==> src/qdw_pkg.sv <==
// shared constants and types for the quad converter serial write path
// assumes a 20 MHz system clock on both ends of the three-wire link

package qdw_pkg;

  // ----------------------------------------------------------------
  // clock and link timing
  // ----------------------------------------------------------------
  localparam int CLK_PERIOD_NS   = 50;
  localparam int SCLK_PERIOD_NS  = 400;
  localparam int SCLK_HALF_CYC   = ((SCLK_PERIOD_NS / 2) + CLK_PERIOD_NS - 1) / CLK_PERIOD_NS;
  localparam int SYNC_HIGH_NS    = 10;
  localparam int SYNC_HIGH_CYC   = (SYNC_HIGH_NS + CLK_PERIOD_NS - 1) / CLK_PERIOD_NS;
  localparam int WAKE_UP_TIME_NS = 6000;
  localparam int WAKE_UP_CYC     = (WAKE_UP_TIME_NS + CLK_PERIOD_NS - 1) / CLK_PERIOD_NS;

  // ----------------------------------------------------------------
  // word layout
  // ----------------------------------------------------------------
  localparam int       WORD_BITS = 16;
  localparam int       CODE_BITS = 12;
  localparam int       NUM_CHAN  = 4;
  localparam int       ADDR_MSB  = 15;
  localparam int       ADDR_LSB  = 14;
  localparam int       MODE_MSB  = 13;
  localparam int       MODE_LSB  = 12;
  localparam int       DATA_MSB  = 11;
  localparam logic [3:0] LAST_BIT = 4'hf;
  localparam logic [11:0] CODE_RST = 12'h000;

  typedef enum logic [1:0] {
    QDW_CH_A = 2'b00,
    QDW_CH_B = 2'b01,
    QDW_CH_C = 2'b10,
    QDW_CH_D = 2'b11
  } qdw_chan_t;

  typedef enum logic [1:0] {
    QDW_LOAD_ONLY = 2'b00,
    QDW_LOAD_UPD  = 2'b01,
    QDW_LOAD_ALL  = 2'b10,
    QDW_PWR_DOWN  = 2'b11
  } qdw_mode_t;

  typedef enum logic [1:0] {
    QDW_TERM_HIZ  = 2'b00,
    QDW_TERM_2K5  = 2'b01,
    QDW_TERM_100K = 2'b10
  } qdw_term_t;

endpackage

==> src/qdw_link_if.sv <==
// three-wire write link between the host serial master and the converter
// assumes both ends sit in one clock domain of the bench; pins are one-way

`timescale 1ns/1ps

interface qdw_link_if;
  logic sync_n;
  logic sclk;
  logic din;

  modport host (
    output sync_n,
    output sclk,
    output din
  );

  modport dev (
    input  sync_n,
    input  sclk,
    input  din
  );
endinterface

==> src/qdw_dev.sv <==
// converter end: samples the three-wire link, decodes the word and keeps
// the four channel registers, the power-down state and its termination.
// assumes link pins are asynchronous to clk_i and sclk is much slower
//
// Our own choices: the placing of the registers and the strobed register port.

`timescale 1ns/1ps

// Function
// - reset clears registers, outputs zero
// - mode 11 means power-down, no load
// - power-down termination chosen by channel bits
// - power-down applies to all channels
// - power-down keeps stored channel codes
// - wake-up restores held codes unless rewritten
// - sync falling edge starts a word
// - sample data on falling sclk while sync low
// - host never drops sync with sclk falling
// - sixteenth falling edge executes command
// - ignore clocks after sixteenth until sync high
// - host holds sync high minimum before frame
// - host parks sync and data low
// - word is address, mode, then data
// - four modes: load, load-update, all, power-down
// - data MSB first, straight binary
// - early sync rise abandons the word
// - channel code unsigned 0 to 4095
// - byte hosts keep sync low, MSB first
// - dsp host internal clock, low framing, 16-bit
// - host stops sclk during power-down
module qdw_dev #(
  parameter int WAKE_CYC = qdw_pkg::WAKE_UP_CYC
) (
  // clock and reset
  input  wire logic                                      clk_i,
  input  wire logic                                      rst_n_i,
  // link
  qdw_link_if.dev                                        link,
  // channel codes driving the outputs
  output logic [qdw_pkg::NUM_CHAN-1:0][qdw_pkg::CODE_BITS-1:0] dac_code_o,
  // power state
  output logic                                           pd_o,
  output qdw_pkg::qdw_term_t                             pd_term_o,
  output logic                                           out_ready_o,
  // frame events
  output logic                                           word_o,
  output logic                                           abort_o
);
  import qdw_pkg::*;

  // ----------------------------------------------------------------
  // pin synchronisers and edge detect
  // ----------------------------------------------------------------
  logic [2:0] pin_s1;
  logic [2:0] pin_s2;
  logic       sync_d;
  logic       sclk_d;

  always_ff @(posedge clk_i or negedge rst_n_i)
  begin
    if (!rst_n_i)
    begin
      pin_s1 <= 3'h0;
      pin_s2 <= 3'h0;
      sync_d <= 1'b0;
      sclk_d <= 1'b0;
    end
    else
    begin
      pin_s1 <= {link.sync_n, link.sclk, link.din};
      pin_s2 <= pin_s1;
      sync_d <= pin_s2[2];
      sclk_d <= pin_s2[1];
    end
  end

  wire sync_s    = pin_s2[2];
  wire sclk_s    = pin_s2[1];
  wire din_s     = pin_s2[0];
  wire sync_fall = sync_d & ~sync_s;
  wire sync_rise = ~sync_d & sync_s;
  wire sclk_fall = sclk_d & ~sclk_s;

  // ----------------------------------------------------------------
  // frame tracker
  // ----------------------------------------------------------------
  typedef enum logic [1:0] {
    F_IDLE  = 2'b00,
    F_SHIFT = 2'b01,
    F_DONE  = 2'b10
  } qdw_fstate_t;

  qdw_fstate_t          state;
  qdw_fstate_t          next_state;
  logic [3:0]           bit_cnt;
  logic [WORD_BITS-2:0] shreg;

  // a sync drop seen with a falling sclk restarts the word and drops that edge
  wire take_bit = (state == F_SHIFT) & sclk_fall & ~sync_s & ~sync_fall;
  wire exec     = take_bit & (bit_cnt == LAST_BIT);
  wire early_up = (state == F_SHIFT) & sync_s & (bit_cnt != 4'h0);

  always_comb
  begin
    next_state = state;
    case (state)
      F_IDLE:
        if (sync_fall)
          next_state = F_SHIFT;
      F_SHIFT:
        if (sync_s)
          next_state = F_IDLE;
        else if (exec)
          next_state = F_DONE;
      F_DONE:
        if (sync_s)
          next_state = F_IDLE;
      default:
        next_state = F_IDLE;
    endcase
  end

  always_ff @(posedge clk_i or negedge rst_n_i)
  begin
    if (!rst_n_i)
    begin
      state   <= F_IDLE;
      bit_cnt <= 4'h0;
      shreg   <= '0;
    end
    else
    begin
      state <= next_state;
      if (sync_fall)
        bit_cnt <= 4'h0;
      else if (take_bit)
      begin
        bit_cnt <= bit_cnt + 4'h1;
        shreg   <= {shreg[WORD_BITS-3:0], din_s};
      end
    end
  end

  // ----------------------------------------------------------------
  // word decode
  // ----------------------------------------------------------------
  wire [WORD_BITS-1:0] word     = {shreg, din_s};
  wire [1:0]           w_addr   = word[ADDR_MSB:ADDR_LSB];
  wire [1:0]           w_mode   = word[MODE_MSB:MODE_LSB];
  wire [CODE_BITS-1:0] w_data   = word[DATA_MSB:0];
  wire                 is_pd    = (w_mode == QDW_PWR_DOWN);
  wire                 is_load  = (w_mode == QDW_LOAD_ONLY);
  wire                 is_upd   = (w_mode == QDW_LOAD_UPD);
  wire                 is_all   = (w_mode == QDW_LOAD_ALL);
  wire                 do_load  = exec & ~is_pd;
  wire                 do_pd    = exec & is_pd;
  // both 00 and 11 mean high impedance
  wire [1:0]           term_sel = (w_addr == QDW_CH_D) ? QDW_TERM_HIZ : w_addr;

  // ----------------------------------------------------------------
  // channel registers
  // ----------------------------------------------------------------
  // input registers hold a mode-00 load until an update copies them across
  logic [CODE_BITS-1:0] in_reg  [NUM_CHAN];
  logic [CODE_BITS-1:0] dac_reg [NUM_CHAN];

  genvar ch;
  generate
    for (ch = 0; ch < NUM_CHAN; ch++)
    begin : g_chan
      wire                 hit      = (w_addr == 2'(ch));
      wire                 ld_in    = do_load & ((hit & (is_load | is_upd)) | is_all);
      wire                 ld_dac   = do_load & (is_upd | is_all);
      wire [CODE_BITS-1:0] next_in  = ld_in ? w_data : in_reg[ch];
      wire [CODE_BITS-1:0] next_dac = ld_dac ? next_in : dac_reg[ch];

      always_ff @(posedge clk_i or negedge rst_n_i)
      begin
        if (!rst_n_i)
        begin
          in_reg[ch]  <= CODE_RST;
          dac_reg[ch] <= CODE_RST;
        end
        else
        begin
          // power-down words never reach these registers
          in_reg[ch]  <= next_in;
          dac_reg[ch] <= next_dac;
        end
      end

      assign dac_code_o[ch] = dac_reg[ch];
    end
  endgenerate

  // ----------------------------------------------------------------
  // power-down and wake-up
  // ----------------------------------------------------------------
  // any completed load word wakes the outputs; held codes come back when out_ready_o rises WAKE_CYC clocks later
  logic [7:0] wake_cnt;
  qdw_term_t  term;

  always_ff @(posedge clk_i or negedge rst_n_i)
  begin
    if (!rst_n_i)
    begin
      pd_o     <= 1'b0;
      term     <= QDW_TERM_HIZ;
      wake_cnt <= 8'h00;
      word_o   <= 1'b0;
      abort_o  <= 1'b0;
    end
    else
    begin
      word_o  <= exec;
      abort_o <= early_up;
      if (do_pd)
      begin
        pd_o     <= 1'b1;
        term     <= qdw_term_t'(term_sel);
        wake_cnt <= 8'h00;
      end
      else if (do_load & pd_o)
      begin
        pd_o     <= 1'b0;
        wake_cnt <= 8'(WAKE_CYC);
      end
      else if (wake_cnt != 8'h00)
        wake_cnt <= wake_cnt - 8'h01;
    end
  end

  assign pd_term_o   = term;
  assign out_ready_o = ~pd_o & (wake_cnt == 8'h00);

endmodule // qdw_dev

==> src/flat_wrapper.sv <==
// flat-port wrapper written by rule: the top's interface ports become plain ports
module qdw_dev_flat import qdw_pkg::*;
#(
  parameter int WAKE_CYC = qdw_pkg::WAKE_UP_CYC
)
  (clk_i, rst_n_i, dac_code_o, pd_o, pd_term_o, out_ready_o, word_o, abort_o, link_sync_n, link_sclk, link_din);
  qdw_link_if link_i ();
  input  wire logic clk_i;
  input  wire logic rst_n_i;
  output logic [qdw_pkg::NUM_CHAN-1:0][qdw_pkg::CODE_BITS-1:0] dac_code_o;
  output logic pd_o;
  output qdw_pkg::qdw_term_t pd_term_o;
  output logic out_ready_o;
  output logic word_o;
  output logic abort_o;
  input wire logic [$bits(link_i.sync_n)-1:0] link_sync_n;
  input wire logic [$bits(link_i.sclk)-1:0] link_sclk;
  input wire logic [$bits(link_i.din)-1:0] link_din;
  assign link_i.sync_n = link_sync_n;
  assign link_i.sclk = link_sclk;
  assign link_i.din = link_din;
  qdw_dev #(.WAKE_CYC(WAKE_CYC)) u_core (.clk_i(clk_i), .rst_n_i(rst_n_i), .link(link_i), .dac_code_o(dac_code_o), .pd_o(pd_o), .pd_term_o(pd_term_o), .out_ready_o(out_ready_o), .word_o(word_o), .abort_o(abort_o));
endmodule
==> config.mk <==
export PLATFORM = sky130hd
export DESIGN_NAME = qdw_dev_flat
export DESIGN_NICKNAME = d
export VERILOG_FILES = /design/src/qdw_pkg.sv /design/src/qdw_link_if.sv /design/src/qdw_dev.sv /design/src/flat_wrapper.sv
export SDC_FILE = /design/constraint.sdc
export NUM_CORES = 1
export LEC_CHECK = 0
export ABC_CLOCK_PERIOD_IN_PS = 3000
export BUFFER_PORTS_ARGS = -buffer_cell sky130_fd_sc_hd__buf_2
export CORE_ASPECT_RATIO = 0.75
export CORE_MARGIN = 3
export CORE_UTILIZATION = 30
export CTS_CLUSTER_DIAMETER = 60
export DETAILED_ROUTE_END_ITERATION = 10
export PLACE_DENSITY = 0.45
export SYNTH_ARGS = -nofsm -noshare
export SYNTH_HDL_FRONTEND = slang
export SYNTH_SLANG_ARGS = --single-unit
==> constraint.sdc <==
create_clock -name clk_i -period 3 [get_ports clk_i]
set_input_delay 0.15 -clock clk_i [delete_from_list [all_inputs] [get_ports clk_i]]
set_output_delay 0.15 -clock clk_i [all_outputs]
set_load 0.1 [all_outputs]
# Word-level counts from Yosys, hierarchy flattened
# Index checks and enable logic that the tools add are counted.
# W data, S select, Z words.
# word_totals
regBits	138
input_bits	5
out_inout_bits	54
word_cells	94
# classes
add_sub_neg	2
eq_ne	12
mux	17
bitwise_logic	32
n_reduce_logical	11
# ops
cell	count
$mux W12	4
$mux W8	3
$and A1 B1 Y1	21
$eq A2 B2 Y1 const B	5
$mux W2	5
$logic_not A8 Y1	1
$mux W4	2
$reduce_bool A8 Y1	1
$sub A8 B1 Y8 const B	1
$eq A2 B1 Y1 const B	3
$logic_not A2 Y1	3
$or A1 B1 Y1	6
$pmux W2 S3	1
$not A1 Y1	5
$add A4 B1 Y4 const B	1
$eq A4 B4 Y1 const B	1
$ne A2 B1 Y1 const B	2
$reduce_bool A2 Y1	2
$reduce_bool A4 Y1	1
$ne A3 B1 Y1 const B	1
$reduce_and A3 Y1	1
$reduce_bool A3 Y1	1
$mux W1	2
$reduce_and A2 Y1	1

# Longest topological paths before layout
# Gate-level depths: netlist of run 1.
# depth
depth_word	10
depth_mapped	7
mapped_depth_nobuf	6

# Least setup slack after synthesis of run 1
# No wires, ideal clock.
# synth_timing
path_type	flip-flop to output port
startpoint	register u_core.wake_cnt[5]
endpoint	output port out_ready_o
t_arrival_ns	2.685
t_required_ns	2.850
setup_slack_ns	0.165
stages_incl_launch_ff	5
n_path_buf	1
path_cell_list	dfrtp_1 > or4_4 > or3_1 > clkbuf_2 > nor2_1
# synth_via
elab_chain_cells	2
# synth_lines
item	line_no	text
from (decl)	qdw_dev.sv:200	logic [7:0] wake_cnt;
from (signal assigned)	qdw_dev.sv:226	wake_cnt <= 8'(WAKE_CYC);
from (signal assigned)	qdw_dev.sv:229	wake_cnt <= wake_cnt - 8'h01;
$logic_not A8 Y1	qdw_dev.sv:234	assign out_ready_o = ~pd_o & (wake_cnt == 8'h00);
$and A1 B1 Y1	qdw_dev.sv:234	
to (decl)	flat_wrapper.sv:13	output logic out_ready_o;
# Every way passes these cells.

# Worst setup path in the final report of run 1
# Same ends and word-level chain as after synthesis.

==> results.toml, run 1 <==
[sta]
finalHoldViolations = 0
fin_crit_ps = 2580
rsz0062_at_grt = "false"
clock-skew-final_ps = 8.65
hold_slack_ps = 339
fmax_ghz = 0.388
worst_pin_slew_ps = 1010
final-setup-viol-count = 0
drv_slew = 0
slew_headroom_pct = 32.4
post-route-period-util_pct = 86.0
setup_slack_ps = 421
final.setup.tns_ps = 0

[clock_network]
cts_max_level = 4
clock_path_buffers = 2
cts_resized = 0
clk_pin_slew_ps = 60
clock_latency_ps = 420
cts_sinks = 138
cts_root_buf = "clkbuf_16"
cts_tree = "done"
numCtsBuffers = 17

[global_route]
grt_overflow_total = 0
grt_max_degree = 97
antenna_found_initial = 0
grt_pass1_vias = 4187
grt_usage_pct = 14.8
grt_pass1_wl_um = 23000

[power]
p_leak_nw = 3.47
irDropWorstVdd_mv = 0.320
p_per_area_nw_per_um2 = 602
fin_total_pwr_mw = 4.01

[routing]
viasPerCell = 5.00
wl_per_cell_um = 16.5
dr.pass1.iters = 4
drc = 0
ant_nets = 0
first_iter_violations = 296
wl_um = 13700
via_count = 4149

[floorplan]
die_w_um = 163
core_um2 = 17900
io_pins = 59
dieArea_um2 = 20200
initial_core_util_pct = 31.1
fp-row-count = 42
die_h_um = 124

[place]
pre_cts_ws_ps = 870
gp_congestion = 0.749
dpl.hpwl_um = 8380
port_buffers = 58

[final_layout]
final_common_cell = "dfrtp_1"
final_cell_mix = "dfrtp_1, nor2_1, nand2_1"
final_util_pct = 37.2
n_fill_cell = 1803
num_antenna_cells = 0
drive_gt1_share_pct = 20.4
fin_nets = 585
syn_to_final_growth_pct = 19.8

[synthesis]
async_flop_share_pct = 100
synth_top_flop_cell = "dfrtp_1"
yosys_warnings = 0
synthCells = 523
yosysSeqAreaShare_pct = 62.1
synth_nets = 533
syn_avg_cell_area_um2 = 10.6
synth-edff-count = 0
synth_seq_cells = 138
syn_area_um2 = 5560
synth_cell_types = 42

[worst_hold_path]
hold_class = "in -> async"

[critical_path]
crit_fanout = 7
cp-start-kind = "flop"
cp_data_arrival_time_ps = 2430
required_ps = 2850
crit_path_end_kind = "output port"
critical_path_class = "reg -> out"

[run]
cap_violations = 0

[outcome]
outcome = "completed"
==> critical path, stage by stage (launching register included) <==
cell	delay (ps)
dfrtp_1	420
or4_4	550
or3_1	490
nor2_1	120
buf_2	430
==> cell usage after synthesis (3+ instances only) <==
cell,instances,area (µm²)
a21oi_1,8,40.0
a31oi_1,50,313
buf_2,10,50.1
buf_4,7,52.6
clkbuf_1,15,56.3
dfrtp_1,138,3450
ha_1,5,62.6
inv_1,5,18.8
mux2_2,18,203
nand2_1,58,218
nand3_1,49,245
nor2_1,65,244
nor4_1,4,25.0
o21ai_0,53,265
or2_2,3,18.8
xor2_1,3,26.3
==> layout make-up <==
| cell class | instances | area, µm² | area share [%] |
|---|---|---|---|
| clock buffers | 19 | 453 | 6.80 |
| clock inverters | 13 | 116 | 1.75 |
| inverters | 5 | 18.8 | 0.282 |
| multi-input cells | 347 | 1930 | 28.9 |
| flip-flops and latches | 138 | 3450 | 51.8 |
| well taps | 242 | 303 | 4.54 |
| repair buffers | 66 | 392 | 5.88 |
==> layer usage <==
layer	vias to the layer above	wire length [µm]	global-route usage, %
met2	94	6000	21.3
met3	15	597	3.52
met4	0	150	5.34
li1	1944	-	-
met1	2096	6960	21.7
met5	-	0	0
==> power breakdown <==
part	leakage (nW)	internal [mW]	switching (mW)	total (mW)
combinational	1.29	0.0269	0.0607	0.0876
sequential	1.91	1.88	0.0313	1.91
clock	0.276	1.19	0.820	2.01
total	3.47	3.10	0.912	4.01
==> kinds of logic after synthesis <==
family	share of synthesized area, %
AOI/OAI and AO/OA	12.2
muxes	4.00
DFF	62.1
adders and majority gates	1.12
buffers and inverters	3.28
and+or+nand+nor	16.7
xor gates and xnor gates	0.630
==> through the flow <==
stage | instance area, µm² | std cells
4_1_cts | 6660 | 830
3_3_place_gp | 6050 | 794
6_report | 6660 | 830
2_1_floorplan | 5560 | 523
5_1_grt | 6660 | 830
3_5_place_dp | 6050 | 794
==> path summary, 6_finish.rpt <==
check / startpoint / end / slack (ps) / cells after the start
hold / removal: rst_n_i / u_core.dac_code_o[11]$_DFFE_PN0P_ / 340 / 2
setup / recovery: u_core.wake_cnt[5]$_DFFE_PN0P_ / out_ready_o / 420 / 4
hold reg to reg: u_core.pin_s1[1]$_DFF_PN0_ / u_core.pin_s2[1]$_DFF_PN0_ / 350 / 0
min in group clk_i: u_core.pin_s1[1]$_DFF_PN0_ / u_core.pin_s2[1]$_DFF_PN0_ / 350 / 0
max in group asynchronous: rst_n_i / u_core.shreg[11]$_DFFE_PN0P_ / 1860 / 3
setup reg to reg: u_core.shreg[12]$_DFFE_PN0P_ / u_core.dac_code_o[23]$_DFFE_PN0P_ / 850 / 6
==> repair_timing <==
item | in CTS | in global routing
hold endpoints to repair | 80 | 0
hold buffers | 4 | 0
setup buffers | 0 | 0
No activity file was read; power rests on OpenSTA's default activity.
==> inputs of run 2 (changes only) <==
--- a/config.mk
+++ b/config.mk
@@ -5,14 +5,14 @@
 export SDC_FILE = /design/constraint.sdc
 export NUM_CORES = 1
 export LEC_CHECK = 0
-export ABC_CLOCK_PERIOD_IN_PS = 3000
+export ABC_CLOCK_PERIOD_IN_PS = 3230
 export BUFFER_PORTS_ARGS = -buffer_cell sky130_fd_sc_hd__buf_2
 export CORE_ASPECT_RATIO = 0.75
 export CORE_MARGIN = 3
-export CORE_UTILIZATION = 30
+export CORE_UTILIZATION = 44
 export CTS_CLUSTER_DIAMETER = 60
 export DETAILED_ROUTE_END_ITERATION = 10
-export PLACE_DENSITY = 0.45
+export PLACE_DENSITY = 0.62
 export SYNTH_ARGS = -nofsm -noshare
 export SYNTH_HDL_FRONTEND = slang
 export SYNTH_SLANG_ARGS = --single-unit
==> constraint.sdc (replaced) <==
create_clock -name clk_i -period 3.23 [get_ports clk_i]
set_input_delay 0.1615 -clock clk_i [delete_from_list [all_inputs] [get_ports clk_i]]
set_output_delay 0.1615 -clock clk_i [all_outputs]
set_load 0.1 [all_outputs]
==> results.toml, run 2 (synthesis gave the netlist of run 1 again) <==
[outcome]
outcome = "completed"

[clock_network]
numCtsBuffers = 17
cts_root_buf = "clkbuf_16"
cts_tree = "done"
cts_max_level = 4
clock_path_buffers = 2
cts_sinks = 138
clk_pin_slew_ps = 60
cts_setup_buffers = 0
clock_latency_ps = 420

[critical_path]
slowest_stage = "or4_4"
crit_fanout = 7
crit_family = "simple AND/OR/NAND/NOR gates"
cp_data_arrival_time_ps = 2430
critical_path_class = "reg -> out"
required_ps = 3070
max_stage_delay_ps = 540
cp-startpoint = "u_core.wake_cnt[4]$_DFFE_PN0P_"
critical_path.cell_chain = "or4_4 > or3_1 > nor2_1 > buf_2"
crit_path_end_kind = "output port"
cp-start-kind = "flop"
r2r-start = "u_core.shreg[12]$_DFFE_PN0P_"
path_buf_inv = 1

[sta]
clock-skew-final_ps = 7.03
rsz0062_at_grt = "false"
drv_slew = 0
hold_slack_ps = 346
slew_headroom_pct = 38.8
post-route-period-util_pct = 80.2
fin_crit_ps = 2590
finalHoldViolations = 0
final.setup.tns_ps = 0
setup_slack_ps = 640
fmax_ghz = 0.386
worst_pin_slew_ps = 917
final-setup-viol-count = 0

[global_route]
grt_max_degree = 97
antenna_found_initial = 0
grt_pass1_wl_um = 20900
grt_usage_pct = 19.4
grt_pass1_vias = 4048
grt_overflow_total = 0

[floorplan]
die_h_um = 103
die_w_um = 136
dieArea_um2 = 14000
initial_core_util_pct = 46.5
core_um2 = 12000
fp-row-count = 34
io_pins = 59

[final_layout]
fin_nets = 585
fin_cells = 750
num_antenna_cells = 0
syn_to_final_growth_pct = 18.7
final_common_cell = "dfrtp_1"
n_fill_cell = 1049
drive_gt1_share_pct = 20.2
finalInstanceArea_um2 = 6610
final_cell_mix = "dfrtp_1, nor2_1, nand2_1"
final_util_pct = 55.3

[place]
dpl_cell_area_um2 = 5950
dpl.cell_count = 714
pre_cts_ws_ps = 1090
dpl.hpwl_um = 7830
gp_congestion = 0.830
port_buffers = 58

[routing]
dr.pass1.iters = 5
wl_um = 12900
viasPerCell = 5.56
via_count = 4168
ant_nets = 0
first_iter_violations = 324
wl_per_cell_um = 17.1
drc = 0

[run]
cap_violations = 0

[power]
p_leak_nw = 3.48
p_per_area_nw_per_um2 = 582
fin_total_pwr_mw = 3.84
irDropWorstVdd_mv = 0.379

[worst_hold_path]
hp-start = "u_core.pin_s1[1]$_DFF_PN0_"
hold_class = "reg -> reg"
-- run 2: final cells by class --
cell class	instances	area, µm²	share of cell area, %
repair buffers	66	392	5.93
multi-input cells	347	1930	29.2
inverters	5	18.8	0.284
clock buffers	19	443	6.70
flip-flops and latches	138	3450	52.3
clock inverters	13	169	2.56
well taps	162	203	3.07
-- run 2: final timing paths --
check,slack (ps),endpoint,cells past startpoint
max,640,out_ready_o,4
min,350,u_core.pin_s2[1]$_DFF_PN0_,0
max reg2reg,1050,u_core.dac_code_o[16]$_DFFE_PN0P_,6
min reg2reg,350,u_core.pin_s2[1]$_DFF_PN0_,0
max in group asynchronous,2100,u_core.shreg[10]$_DFFE_PN0P_,3
min in group asynchronous,360,u_core.in_reg[47]$_DFF_PN0_,2
-- run 2: report_power, final --
part / internal [mW] / total, mW / switching, mW
sequential: 1.75 / 1.78 / 0.0285
combinational: 0.0249 / 0.0810 / 0.0561
clock: 1.24 / 1.99 / 0.748
total: 3.01 / 3.84 / 0.833
-- run 2: worst register-to-register path: stages, from the launching register on --
cell	delay, ps
dfrtp_1	500
ha_1	290
a21oi_1	180
and4_1	210
buf_4	460
nand3_1	230
a31oi_1	240
-- run 2: routing by layer --
layer	track usage, %	up-vias	part of all wire [%]
met2	28.6	135	44
met4	6.27	0	1.3
met3	5.56	16	5.8
met1	28.1	2066	49
li1	-	1951	-
met5	0	-	0
-- run 2: timing repair --
action / CTS / global route
endpoints found under the hold margin: 85 / 0
hold buffers: 4 / 0
resized for setup: 0 / 0
setup endpoints to repair: 0 / 0
